File: src/verilog/qsr_defines.svh
`ifndef QSR_DEFINES_SVH
`define QSR_DEFINES_SVH

// ----------------------------------------------------------------
// Register lengths
// ----------------------------------------------------------------
`define QSR_LEN_80 80
`define QSR_LEN_81 81
`define QSR_LEN_133 133
`define QSR_LEN_MIN 1
`define QSR_LEN_MAX 134

// ----------------------------------------------------------------
// Register offsets (byte addresses)
// ----------------------------------------------------------------
`define QSR_ADDR_CTRL 8'h00
`define QSR_ADDR_STEP 8'h04
`define QSR_ADDR_STATUS 8'h08
`define QSR_ADDR_COUNT 8'h0c

// ----------------------------------------------------------------
// Field positions and reset values
// ----------------------------------------------------------------
`define QSR_CTRL_PIN_EN 0
`define QSR_CTRL_RESET 32'h0000_0001
`define QSR_STAT_OUT_LSB 0
`define QSR_STAT_FLAG_LSB 4
`define QSR_STAT_EMPTY 8
`define QSR_STAT_FULL 9
`define QSR_STAT_LEVEL_LSB 10

// ----------------------------------------------------------------
// Queue
// ----------------------------------------------------------------
`define QSR_FIFO_DEPTH 32

`endif

File: src/verilog/qsr_pkg.sv
package qsr_pkg;

    // ----------------------------------------------------------------
    // One shift step: four data bits plus the controls for that step
    // ----------------------------------------------------------------
    typedef struct packed {
        logic dir;
        logic loop_in_fourth;
        logic loop_ctrl_fourth;
        logic loop_ctrl_first_three;
        logic [3:0] din;
    } qsr_step_t;

    typedef enum logic {
        QSR_DIR_RIGHT = 1'b0,
        QSR_DIR_LEFT = 1'b1
    } qsr_dir_t;

endpackage

File: src/verilog/qsr_top.sv
// The Wishbone slave port and the placing of the registers were left to the implementer.
`timescale 1ns/100ps
`include "qsr_defines.svh"

// ----------------------------------------------------------------
// Step queue
// ----------------------------------------------------------------
module qsr_fifo #(
    parameter int WIDTH = 8,
    parameter int DEPTH = `QSR_FIFO_DEPTH
) (
    input wire logic mclk,
    input wire logic srst,
    input wire logic in_valid,
    output logic in_ready,
    input wire logic [WIDTH-1:0] in_data,
    output logic out_valid,
    input wire logic out_ready,
    output logic [WIDTH-1:0] out_data,
    output logic [$clog2(DEPTH):0] level
);
    localparam int AW = $clog2(DEPTH);

    logic [WIDTH-1:0] mem [DEPTH];
    logic [AW:0] wr_ptr_reg;
    logic [AW:0] rd_ptr_reg;
    logic push;
    logic pop;

    assign level = wr_ptr_reg - rd_ptr_reg;
    assign in_ready = (level != DEPTH[AW:0]);
    assign out_valid = (level != '0);
    assign out_data = mem[rd_ptr_reg[AW-1:0]];
    assign push = in_valid & in_ready;
    assign pop = out_valid & out_ready;

    always_ff @(posedge mclk) begin
        if (push) begin
            mem[wr_ptr_reg[AW-1:0]] <= in_data;
        end
    end

    always_ff @(posedge mclk) begin
        if (srst) begin
            wr_ptr_reg <= '0;
        end else if (push) begin
            wr_ptr_reg <= wr_ptr_reg + {{AW{1'b0}}, 1'b1};
        end
    end

    always_ff @(posedge mclk) begin
        if (srst) begin
            rd_ptr_reg <= '0;
        end else if (pop) begin
            rd_ptr_reg <= rd_ptr_reg + {{AW{1'b0}}, 1'b1};
        end
    end
endmodule

// ----------------------------------------------------------------
// Quad shift register with register access
// ----------------------------------------------------------------
module qsr_top #(
    parameter int LEN = `QSR_LEN_80,
    parameter bit BIDIR = 1'b1,
    parameter int FIFO_DEPTH = `QSR_FIFO_DEPTH
) (
    input wire logic mclk,
    input wire logic srst,
    input wire logic [7:0] wb_adr_i,
    input wire logic [31:0] wb_dat_i,
    input wire logic [3:0] wb_sel_i,
    input wire logic wb_we_i,
    input wire logic wb_cyc_i,
    input wire logic wb_stb_i,
    output logic wb_ack_o,
    output logic [31:0] wb_dat_o,
    input wire logic shift_clk,
    input wire logic [3:0] data_in,
    input wire logic loop_ctrl_first_three,
    input wire logic loop_ctrl_fourth,
    input wire logic loop_in_fourth,
    input wire logic clear_all,
    input wire logic shift_direction,
    output logic [3:0] data_out
);
    localparam int LW = $clog2(FIFO_DEPTH) + 1;
    localparam int SW = $bits(qsr_pkg::qsr_step_t);

    // ----------------------------------------------------------------
    // Bus slave
    // ----------------------------------------------------------------
    logic ack_reg;
    logic [31:0] rdata_reg;
    logic [31:0] ctrl_reg;
    logic [15:0] count_reg;
    logic req;
    logic step_wr;
    logic accept;
    logic q_in_ready;
    logic q_out_valid;
    logic q_out_ready;
    logic [SW-1:0] q_out_data;
    logic [LW-1:0] q_level;
    logic [31:0] rd_mux;
    logic [3:0] flag_bits;
    logic [3:0] out_bits;

    assign req = wb_cyc_i & wb_stb_i & ~ack_reg;
    assign step_wr = wb_we_i & (wb_adr_i == `QSR_ADDR_STEP) & wb_sel_i[0];
    // A full queue withholds ack, so the writer stalls rather than losing steps
    assign accept = req & (~step_wr | q_in_ready);

    always_comb begin
        rd_mux = 32'h0000_0000;
        case (wb_adr_i)
            `QSR_ADDR_CTRL: begin
                rd_mux = ctrl_reg;
            end
            `QSR_ADDR_STATUS: begin
                rd_mux[`QSR_STAT_OUT_LSB +: 4] = out_bits;
                rd_mux[`QSR_STAT_FLAG_LSB +: 4] = flag_bits;
                rd_mux[`QSR_STAT_EMPTY] = ~q_out_valid;
                rd_mux[`QSR_STAT_FULL] = ~q_in_ready;
                rd_mux[`QSR_STAT_LEVEL_LSB +: LW] = q_level;
            end
            `QSR_ADDR_COUNT: begin
                rd_mux[15:0] = count_reg;
            end
            default: begin
                rd_mux = 32'h0000_0000;
            end
        endcase
    end

    always_ff @(posedge mclk) begin
        if (srst) begin
            ack_reg <= 1'b0;
        end else begin
            ack_reg <= accept;
        end
    end

    always_ff @(posedge mclk) begin
        if (srst) begin
            rdata_reg <= 32'h0000_0000;
        end else if (accept & ~wb_we_i) begin
            rdata_reg <= rd_mux;
        end
    end

    always_ff @(posedge mclk) begin
        if (srst) begin
            ctrl_reg <= `QSR_CTRL_RESET;
        end else if (accept & wb_we_i & (wb_adr_i == `QSR_ADDR_CTRL) & wb_sel_i[0]) begin
            ctrl_reg <= {31'h0000_0000, wb_dat_i[`QSR_CTRL_PIN_EN]};
        end
    end

    assign wb_ack_o = ack_reg;
    assign wb_dat_o = rdata_reg;

    qsr_fifo #(
        .WIDTH(SW),
        .DEPTH(FIFO_DEPTH)
    ) u_queue (
        .mclk(mclk),
        .srst(srst),
        .in_valid(req & step_wr),
        .in_ready(q_in_ready),
        .in_data(wb_dat_i[SW-1:0]),
        .out_valid(q_out_valid),
        .out_ready(q_out_ready),
        .out_data(q_out_data),
        .level(q_level)
    );

    // ----------------------------------------------------------------
    // Step source
    // ----------------------------------------------------------------
    logic shift_clk_prev_reg;
    logic pin_step;
    logic step;
    qsr_pkg::qsr_step_t cur;
    qsr_pkg::qsr_step_t q_step;

    always_ff @(posedge mclk) begin
        if (srst) begin
            shift_clk_prev_reg <= 1'b0;
        end else begin
            shift_clk_prev_reg <= shift_clk;
        end
    end

    // Only the rising edge of the pin shifts; a held pin keeps contents
    assign pin_step = ctrl_reg[`QSR_CTRL_PIN_EN] & shift_clk & ~shift_clk_prev_reg;
    assign q_step = qsr_pkg::qsr_step_t'(q_out_data);
    // Pin edges win the cycle; the queue waits, and clear freezes it too
    assign q_out_ready = ~pin_step & ~clear_all;
    assign step = ~clear_all & (pin_step | q_out_valid);

    always_comb begin
        if (pin_step) begin
            cur.din = data_in;
            cur.loop_ctrl_first_three = loop_ctrl_first_three;
            cur.loop_ctrl_fourth = loop_ctrl_fourth;
            cur.loop_in_fourth = loop_in_fourth;
            cur.dir = shift_direction;
        end else begin
            cur = q_step;
        end
        // Fixed-direction build ignores the control
        if (!BIDIR) begin
            cur.dir = qsr_pkg::QSR_DIR_RIGHT;
        end
    end

    always_ff @(posedge mclk) begin
        if (srst) begin
            count_reg <= 16'h0000;
        end else if (step) begin
            count_reg <= count_reg + 16'h0001;
        end
    end

    // ----------------------------------------------------------------
    // Four registers
    // ----------------------------------------------------------------
    // Position 0 is the input end, position LEN-1 the output end
    for (genvar g = 0; g < 4; g++) begin : g_ch
        logic [LEN-1:0] sr_reg;
        logic [LEN-1:0] sr_next;
        logic out_reg;
        logic feed;
        logic left;

        assign left = (cur.dir == qsr_pkg::QSR_DIR_LEFT);

        always_comb begin
            if (g < 3) begin
                // Loop takes the bit that leaves this step
                feed = cur.loop_ctrl_first_three ? (left ? sr_reg[0] : sr_reg[LEN-1]) : cur.din[g];
            end else begin
                feed = cur.loop_ctrl_fourth ? cur.loop_in_fourth : cur.din[g];
            end
        end

        always_comb begin
            sr_next = sr_reg;
            for (int i = 0; i < LEN; i++) begin
                if (left) begin
                    sr_next[i] = (i == LEN - 1) ? feed : sr_reg[(i + 1) % LEN];
                end else begin
                    sr_next[i] = (i == 0) ? feed : sr_reg[(i + LEN - 1) % LEN];
                end
            end
        end

        always_ff @(posedge mclk) begin
            if (srst | clear_all) begin
                sr_reg <= '0;
            end else if (step) begin
                sr_reg <= sr_next;
            end
        end

        // Left shift pops the newest bit; right shift shows the output end
        always_ff @(posedge mclk) begin
            if (srst | clear_all) begin
                out_reg <= 1'b0;
            end else if (step) begin
                out_reg <= left ? sr_reg[0] : sr_next[LEN-1];
            end
        end

        assign out_bits[g] = out_reg;
        assign flag_bits[g] = sr_reg[LEN-1];
    end

    assign data_out = out_bits;
endmodule

File: config.mk
export PLATFORM = sky130hd
export DESIGN_NAME = qsr_top
export DESIGN_NICKNAME = d
export VERILOG_FILES = /design/src/verilog/qsr_pkg.sv /design/src/verilog/qsr_top.sv
export VERILOG_INCLUDE_DIRS = /design/src /design/src/verilog
export SDC_FILE = /design/constraint.sdc
export NUM_CORES = 1
export LEC_CHECK = 0
export BUFFER_PORTS_ARGS = -buffer_cell sky130_fd_sc_hd__buf_2
export CAP_MARGIN = 10
export CELL_PAD_IN_SITES_DETAIL_PLACEMENT = 0
export CELL_PAD_IN_SITES_GLOBAL_PLACEMENT = 2
export CORE_ASPECT_RATIO = 1.25
export CORE_MARGIN = 2
export CORE_UTILIZATION = 41
export DETAILED_ROUTE_END_ITERATION = 7
export GPL_ROUTABILITY_DRIVEN = 0
export HOLD_SLACK_MARGIN = 0.08
export PLACE_DENSITY = 0.77
export SKIP_CTS_REPAIR_TIMING = 1
export SLEW_MARGIN = 20
export SYNTH_ARGS = -nofsm -noshare
export SYNTH_HDL_FRONTEND = slang
export SYNTH_SLANG_ARGS = --single-unit
export TNS_END_PERCENT = 20
File: constraint.sdc
create_clock -name mclk -period 4.2 [get_ports mclk]
set_clock_uncertainty 0.1 [all_clocks]
set_input_delay 0.21 -clock mclk [delete_from_list [all_inputs] [get_ports mclk]]
set_output_delay 0.21 -clock mclk [all_outputs]
set_load 0.05 [all_outputs]
After elaboration in Yosys (flattened, before gate mapping)

Memories as Yosys holds them, arrays and structs flattened. A register that Yosys moved wholly into a read port is not among the register bits.
Cells that the tools add are included.

Add/subtract/negate cells: 4
Equality and inequality tests: 4
Multiplexer cells: 337
Bitwise gates (word level): 27
Reductions and logical operators: 2

Operators by type and width:

| kind                                                 | number |
|---|---|
| two-way mux 1 bit                                    | 333 |
| case mux 16 bit (3 select lines)                     | 1 |
| adder 16 x 1 -> 16 bit (second input constant)       | 1 |
| AND 1 bit                                            | 16 |
| equality test 8 x 4 -> 1 bit (second input constant) | 2 |
| adder 6 x 1 -> 6 bit (second input constant)         | 2 |
| two-way mux 5 bit                                    | 2 |
| equality test 8 x 3 -> 1 bit (second input constant) | 1 |
| zero test 8 bit                                      | 1 |
| two-way mux 8 bit                                    | 1 |
| NOT 1 bit                                            | 8 |
| inequality test 6 bit (second input constant)        | 1 |
| nonzero test 6 bit                                   | 1 |
| subtractor 6 bit                                     | 1 |
| bitwise OR 1 bit                                     | 3 |

Register bits: 371
RAM bits: 256
Input port bits: 59
Output and inout port bits: 37
Word-level logic and storage cells: 390
Memories: 1

Memory list:

| name        | depth | width | read ports | clocked after Yosys merged registers in | wr ports | line          | RTL |
|---|---|---|---|---|---|---|---|
| u_queue.mem | 32    | 8     | 1          | 1                                       | 1        | qsr_top.sv:24 | `logic [WIDTH-1:0] mem [DEPTH];` |

Longest topological paths before layout

Gate-level depths: netlist of the first run.

Depth in word-level cells: 9
Mapped depth: 13
Mapped depth without buffers: 11

Hierarchy

From an unflattened synthesis of the first run, not the netlist that was laid out.

Cell total of the unflattened synthesis: 2,193
Area total of the unflattened synthesis: 26,817.0 sq um

Modules (own cells, without submodules):

| module   | instances | cells an instance | area each (sq um) | sequential area each (sq um) |
|---|---|---|---|---|
| qsr_top  | 1         | 1,660             | 15,881.5          | 7,186.9 |
| qsr_fifo | 1         | 533               | 10,935.5          | 8,027.7 |

Worst setup path after synthesis of the first run

OpenSTA, ideal clock, no wires.

Path type: register -> register
Start point: register u_queue.wr_ptr_reg[0]
End point: memory u_queue.mem[10][0], enable pin
Setup time: 0.370 ns
Arrival: 2.673 ns
Required time: 3.730 ns
Setup slack: 1.057 ns
Stages on the path, launching flop included: 12
Path buffers: 0
Period minus slack after synthesis: 3.143 ns
Path through: dfxtp_1 > inv_1 > ha_1 > inv_1 > fa_1 > a21o_1 > a21oi_1 > xnor2_1 > nor3_2 > a21boi_0 > nand2_1 > nor2_1

Longest elaborated chain between the ends: 5

RTL lines:

| element                                 | line          | RTL |
|---|---|---|
| start: declaration                      | qsr_top.sv:25 | `logic [AW:0] wr_ptr_reg;` |
| start signal: assignment                | qsr_top.sv:47 | `wr_ptr_reg <= wr_ptr_reg + {{AW{1'b0}}, 1'b1};` |
| subtractor 6 bit                        | qsr_top.sv:30 | `assign level = wr_ptr_reg - rd_ptr_reg;` |
| inequality test 6 bit                   | qsr_top.sv:31 | `assign in_ready = (level != DEPTH[AW:0]);` |
| AND 1 bit                               | qsr_top.sv:34 | `assign push = in_valid & in_ready;` |
| two-way mux 1 bit                       | qsr_top.sv:38 | `if (push) begin` |
| two-way mux 1 bit (implied by the code) | qsr_top.sv:39 | `mem[wr_ptr_reg[AW-1:0]] <= in_data;` |
| end: declaration                        | qsr_top.sv:24 |  |

Several ways; a longest one is shown, not always the timed one.

Worst setup path in the final report of the first run

Start point: register u_queue.wr_ptr_reg[0]
End point: memory u_queue.mem[0][4], enable pin

Same word-level chain as after synthesis.

==> results.json, run 1 <==
{
  "final_core_util_pct": 46.7,
  "ys_seq_area_share_pct": 57.6,
  "grtUsageMet1_pct": 22.8,
  "drc": 0,
  "top_usage_layer": "met2",
  "clock_sinks": 632,
  "synth_edf_count": 256,
  "vdd_drop_max_v": 0.000380,
  "critPathKind": "flop to flop",
  "crit_fanout": 8,
  "async_reset_ff_share_pct": 0,
  "cts_made_buffers": 68,
  "cp.arrival_ns": 3.94,
  "cts.path.max_buffers": 3,
  "finalCritPeriodShare_pct": 89.1,
  "fin_area_um2": 29900,
  "drive_above_1_share_pct": 12.5,
  "slew_headroom_pct": 38.6,
  "syn_area_per_cell_um2": 10.1,
  "firstDrtPassIters": 5,
  "io_buffers": 52,
  "grt_max_degree": 115,
  "htreeDepth": 3,
  "placed_area_um2": 27500,
  "dp_cells": 3369,
  "grt_pass1_vias": 18600,
  "grt_use_total_pct": 17.9,
  "p_per_area_nw_per_um2": 628,
  "synth_fa_ha_area_share_pct": 0.597,
  "cts_tree": "built",
  "drtIter0Drc": 1436,
  "clock_latency_ns": 0.61,
  "crit_slowest_cell": "a21boi_0",
  "overflow": 0,
  "ys_seq_elements": 632,
  "clk_pin_slew_ns": 0.06,
  "synthesis.area_um2": 26400,
  "crit_path_end_kind": "flop",
  "timing.fmax_mhz": 267,
  "core-area_um2": 64000,
  "drv_slew": 0,
  "routedWlPerCell_um": 17.1,
  "grt_first_pass_wirelength_um": 97200,
  "cts_root_buf": "clkbuf_16",
  "die_x_um": 231,
  "outcome": "finished, final reports clean",
  "rows": 104,
  "io_pins": 96,
  "met2_usage_pct": 31.2,
  "ys_types": 65,
  "grt_antenna_before_repair": 0,
  "postRouteAntennaNets": 0,
  "yosys.area_share.simple_pct": 13.1,
  "synth_top_family_by_area": "compound AO/OA/AOI/OAI gates",
  "nNetsFinal": 2678,
  "required_ns": 4.40,
  "dieArea_um2": 66400,
  "num_vias": 19300,
  "start_kind": "flop",
  "layout.cells.most_common": "nand2_1",
  "cpMostUsedCell": "inv_1",
  "vias_per_cell": 5.50,
  "synth_cells": 2616,
  "synth_flop_cell": "dfxtp_1",
  "yosysWarnings": 0,
  "routed_wl_um": 60100,
  "synth_xor_area_share_pct": 0.431,
  "holdCritPathClass": "input pin to flop",
  "setup_tns_ns": 0,
  "worst_path_largest_cell_delay_ns": 0.54,
  "synth.area.mux_share_pct": 7.03,
  "grt_setup_unrepaired": "false",
  "drv_cap": 0,
  "final_cell_mix": "nand2_1, dfxtp_1, o21ai_0",
  "n_antenna_cell": 0,
  "min_period_ns": 3.74,
  "largest_reg_flops": 320,
  "area_growth_pct": 13.3,
  "start_util_pct": 41.2,
  "path_cells": "inv_1 -> ha_1 -> inv_1 -> fa_1 -> a21o_1 -> a21oi_1 -> xnor2_1 -> nor3_2 -> a21boi_0 -> nand2_1 -> nor2_1 -> buf_4",
  "setup_viol": 0,
  "synth-compound-area-share_pct": 16.8,
  "dp_hpwl_um": 36000,
  "worstMarginPinSlew_ns": 0.919,
  "grt_util_met3_pct": 2.86,
  "layoutNonFillerInstCount": 3508,
  "hold_viol_final": 0,
  "dieHeight_um": 288,
  "total_power_mw": 18.8,
  "p_leak_nw": 9.34
}
-- cell usage after synthesis, types with 4 or more instances --
| library cell | n | area (um^2) |
|---|---|---|
| edfxtp_1 | 256 | 7690 |
| buf_6 | 4 | 45.0 |
| nand2b_1 | 6 | 37.5 |
| buf_2 | 59 | 295 |
| or2_2 | 4 | 25.0 |
| o211ai_1 | 9 | 67.6 |
| mux4_1 | 12 | 315 |
| nand4_1 | 7 | 43.8 |
| inv_1 | 16 | 60.1 |
| or4_1 | 7 | 52.6 |
| nand3b_1 | 6 | 45.0 |
| a22oi_1 | 17 | 128 |
| dfxtp_1 | 376 | 7530 |
| mux2i_1 | 11 | 110 |
| nand2_1 | 670 | 2510 |
| clkbuf_1 | 153 | 574 |
| mux2_2 | 25 | 282 |
| ha_1 | 11 | 138 |
| o2111ai_1 | 4 | 35.0 |
| a211o_1 | 5 | 43.8 |
| nor3_1 | 4 | 20.0 |
| nand3_1 | 21 | 105 |
| xnor2_1 | 10 | 87.6 |
| mux4_2 | 51 | 1150 |
| nor2b_1 | 12 | 75.1 |
| and3_1 | 7 | 43.8 |
| o21ai_0 | 333 | 1670 |
| a31oi_1 | 315 | 1970 |
| a21oi_1 | 31 | 155 |
| nor2_1 | 84 | 315 |
| buf_4 | 23 | 173 |
| o31ai_1 | 7 | 52.6 |
| or3_1 | 9 | 56.3 |
-- power breakdown --
| part | internal [mW] | switching (mW) | total [mW] |
|---|---|---|---|
| clock | 3.53 | 2.40 | 5.93 |
| sequential | 7.27 | 0.724 | 8.00 |
| combinational | 1.67 | 3.16 | 4.83 |
-- critical path: cells and delay by family (launching register included) --
family / cells / cell delay [ns]
compound gates: 3 / 0.88
buf+inv: 3 / 0.42
simple gates: 3 / 0.90
flops: 1 / 0.35
fa+ha+maj: 2 / 0.59
xor+xnor: 1 / 0.19
-- cell families (layout without fill, tap and decap cells) --
group / count (synthesis) / in the layout
AOI/OAI and AO/OA: 750 / 750
xor gates and xnor gates: 13 / 13
adders and majority gates: 12 / 12
buffers and inverters: 259 / 288
DFF: 632 / 632
muxes: 99 / 99
other: 1 / 16
and+or+nand+nor: 850 / 850
-- per-layer routing --
metal / part of all wire, % / wire length (um)
met4: 2.2 / 1300
met5: 0 / 0
met3: 4.0 / 2430
met2: 49 / 29700
met1: 44 / 26700
-- worst paths after layout --
path / to / cells past startpoint / slack, ns / startpoint
hold / removal: count_reg[1] / 3 / 0.04 / clear_all
setup reg to reg: u_queue.mem[0][4] / 12 / 0.46 / u_queue.wr_ptr_reg[0]
hold reg to reg: wb_dat_o[0] / 2 / 0.36 / wb_dat_o[0]
setup / recovery: u_queue.mem[0][4] / 12 / 0.46 / u_queue.wr_ptr_reg[0]
-- cell type report --
type / count / area, um^2
repair buffers: 147 / 1230
multi-input cells: 1740 / 10100
clock buffers: 106 / 2040
inverters: 18 / 75.1
well taps: 848 / 1060
clock inverters: 17 / 186
flip-flops and latches: 632 / 15200
fillers: 5916 / 34100
-- through the flow --
stage / hold slack [ns] / setup WS, ns
global route: 0.0801 / 0.223
floorplan: 0.209 / 1.06
detailed placement: 0.352 / 0.525
global placement: 0.345 / 0.540
CTS: -0.297 / 0.502
finish: 0.0352 / 0.457
Note: power is estimated with default switching activity, not from simulation.
==> run 2: changes to the inputs <==
--- a/config.mk
+++ b/config.mk
@@ -6,17 +6,19 @@
 export SDC_FILE = /design/constraint.sdc
 export NUM_CORES = 1
 export LEC_CHECK = 0
+export ABC_AREA = 1
 export BUFFER_PORTS_ARGS = -buffer_cell sky130_fd_sc_hd__buf_2
 export CAP_MARGIN = 10
 export CELL_PAD_IN_SITES_DETAIL_PLACEMENT = 0
 export CELL_PAD_IN_SITES_GLOBAL_PLACEMENT = 2
 export CORE_ASPECT_RATIO = 1.25
 export CORE_MARGIN = 2
-export CORE_UTILIZATION = 41
+export CORE_UTILIZATION = 38
+export CTS_CLUSTER_SIZE = 14
 export DETAILED_ROUTE_END_ITERATION = 7
 export GPL_ROUTABILITY_DRIVEN = 0
 export HOLD_SLACK_MARGIN = 0.08
-export PLACE_DENSITY = 0.77
+export PLACE_DENSITY = 0.76
 export SKIP_CTS_REPAIR_TIMING = 1
 export SLEW_MARGIN = 20
 export SYNTH_ARGS = -nofsm -noshare
==> run 2 against run 1 <==
Compared with the run above:
- the run now ends with design-rule violations left
- worst hold slack improved by 0.0050 ns
- non-clock buffer count decreased by 22
- clock power up 3%
- combinational power down 59%
- critical path type unchanged
- critical endpoint is now u_queue.mem[20][1]
- largest power group unchanged
==> results.json, run 2 <==
{
  "synth_flop_cell": "dfxtp_1",
  "area_growth_pct": 11.4,
  "drc": 5,
  "setup_slack_ns": 0.567,
  "core-area_um2": 74400,
  "clock_latency_ns": 0.63,
  "yosysTopAreaCell": "edfxtp_1",
  "ff_latch_area_um2": 15200,
  "synthesis.area_um2": 28400,
  "cts_made_buffers": 68,
  "worst_r2r_endpoint": "u_queue.mem[20][1]",
  "required_ns": 4.36,
  "grt_pass1_vias": 21900,
  "multi_input_area_um2": 10500,
  "grt_use_total_pct": 18.2,
  "slew_headroom_pct": 30.4,
  "grt_antenna_before_repair": 1,
  "r2r_setup_slack_ns": 0.57,
  "grt_first_pass_wirelength_um": 115000,
  "routedWlPerCell_um": 16.2,
  "holdCritPathClass": "input pin to flop",
  "hold_viol_final": 0,
  "dieArea_um2": 77100,
  "synth_cells": 3393,
  "worstMarginPinSlew_ns": 1.04,
  "largest_reg_flops": 320,
  "post-place-ws_ns": 0.552,
  "layoutNonFillerInstCount": 4368,
  "fill_cells": 7420,
  "rows": 112,
  "start_kind": "flop",
  "start_util_pct": 38.2,
  "drv_slew": 0,
  "vias_per_cell": 5.20,
  "finalCritPeriodShare_pct": 86.5,
  "syn_area_per_cell_um2": 8.38,
  "timing.fmax_mhz": 275,
  "worstSetupStartpoint": "u_queue.wr_ptr_reg[0]",
  "cts.path.max_buffers": 3,
  "dieHeight_um": 310,
  "outcome": "complete, but fails checks",
  "ys_types": 40,
  "yosys.area.top_type_share_pct": 27.0,
  "clk_pin_slew_ns": 0.06,
  "drv_cap": 0,
  "dp_cells": 4230,
  "ys_seq_area_share_pct": 53.5,
  "cts_root_buf": "clkbuf_16",
  "grt_setup_unrepaired": "false",
  "r2r_start": "u_queue.wr_ptr_reg[0]",
  "cp.arrival_ns": 3.80,
  "yosysWarnings": 0,
  "final_core_util_pct": 42.6,
  "nNetsFinal": 3414,
  "final_cell_mix": "nand2_1, nand3_1, dfxtp_1",
  "io_buffers": 52,
  "min_period_ns": 3.63,
  "num_vias": 22700,
  "yosys-top-cells-count": "nand2_1, nand3_1, dfxtp_1, o211ai_1, inv_1",
  "grt_max_degree": 188,
  "crit_path_end_kind": "flop",
  "dp_hpwl_um": 41300,
  "crit_fanout": 8,
  "firstDrtPassIters": 8,
  "yosysMostFrequentCell": "nand2_1",
  "synth_edf_count": 256,
  "drive_above_1_share_pct": 8.36,
  "async_reset_ff_share_pct": 0,
  "drtIter0Drc": 1396,
  "whs_ns": 0.0402,
  "cts_tree": "built",
  "layout.cells.most_common": "nand2_1",
  "die_x_um": 249,
  "postRouteAntennaNets": 0,
  "htreeDepth": 3,
  "fin_area_um2": 31700,
  "overflow": 0,
  "vdd_drop_max_v": 0.000326,
  "crit_end": "u_queue.mem[20][1]",
  "clock_sinks": 632,
  "ys_seq_elements": 632,
  "setup_viol": 0,
  "p_leak_nw": 13.3,
  "p_per_area_nw_per_um2": 472,
  "setup_tns_ns": 0,
  "routed_wl_um": 70700,
  "io_pins": 96,
  "r2r_cells": 13,
  "violations": "design-rule violations",
  "placed_area_um2": 29300,
  "ys_top_cells_by_area": "edfxtp_1, dfxtp_1, nand2_1",
  "total_power_mw": 15.0,
  "critPathKind": "flop to flop"
}
[run 2: how the worst min path moves through the flow]
stage | depth (start not counted) | end | slack (ns) | from
2_1_floorplan | 0 | u_queue.mem[0][0] | 0.21 | wb_dat_i[0]
3_3_place_gp | 3 | shift_clk_prev_reg | 0.35 | shift_clk
3_5_place_dp | 2 | wb_dat_o[11] | 0.36 | wb_dat_o[11]
4_1_cts | 3 | shift_clk_prev_reg | -0.31 | shift_clk
5_1_grt | 1 | u_queue.mem[29][7] | 0.08 | wb_dat_i[7]
6_report | 5 | u_queue.wr_ptr_reg[2] | 0.04 | wb_adr_i[2]
[run 2: final cells by class]
| type | instances | share of cell area, % |
|---|---|---|
| Sequential cell | 632 | 48.0 |
| Timing Repair Buffer | 125 | 3.28 |
| Tap cell | 969 | 3.82 |
| Clock buffer | 100 | 6.19 |
| Inverter | 379 | 4.56 |
| Clock inverter | 25 | 1.09 |
| Antenna cell | 1 | 0.00789 |
| Multi-Input combinational cell | 2137 | 33.0 |
[run 2: worst max-delay path, cell delays in order, from the launching register on]
cell	delay, ns
dfxtp_1	0.35
inv_1	0.14
ha_1	0.16
inv_1	0.06
fa_1	0.40
a21oi_1	0.17
o21ai_1	0.09
xor2_1	0.22
nor2_2	0.11
nand3_1	0.13
nand2_1	0.13
inv_1	0.18
nand2_1	0.37
nor2_1	0.64
[run 2: kinds of logic (layout without fill, tap and decap cells)]
family	after synthesis	in the layout	synth area share, %
other	1	17	0.0132
buffers and inverters	639	629	9.95
adder cells (fa/ha/maj)	12	12	0.554
flip-flops	632	632	53.5
multiplexers	1	1	0.0352
XOR/XNOR	15	15	0.462
AND/OR/NAND/NOR	1583	1583	23.5
AO/OA/AOI/OAI	510	510	12.0
[run 2: per-layer routing]
layer  vias up  track usage, %  wire [um]
li1      11200               -          -
met1     11100            22.7      31100
met2       333            32.7      35600
met3        89            2.14       2320
met4         0            6.10       1660
met5         -               0          0
[run 2: report_power, final]
group | total [mW] | switching (mW) | internal [mW]
Clock | 6.11 | 2.57 | 3.54
Sequential | 6.86 | 0.213 | 6.65
Combinational | 1.97 | 1.38 | 0.598
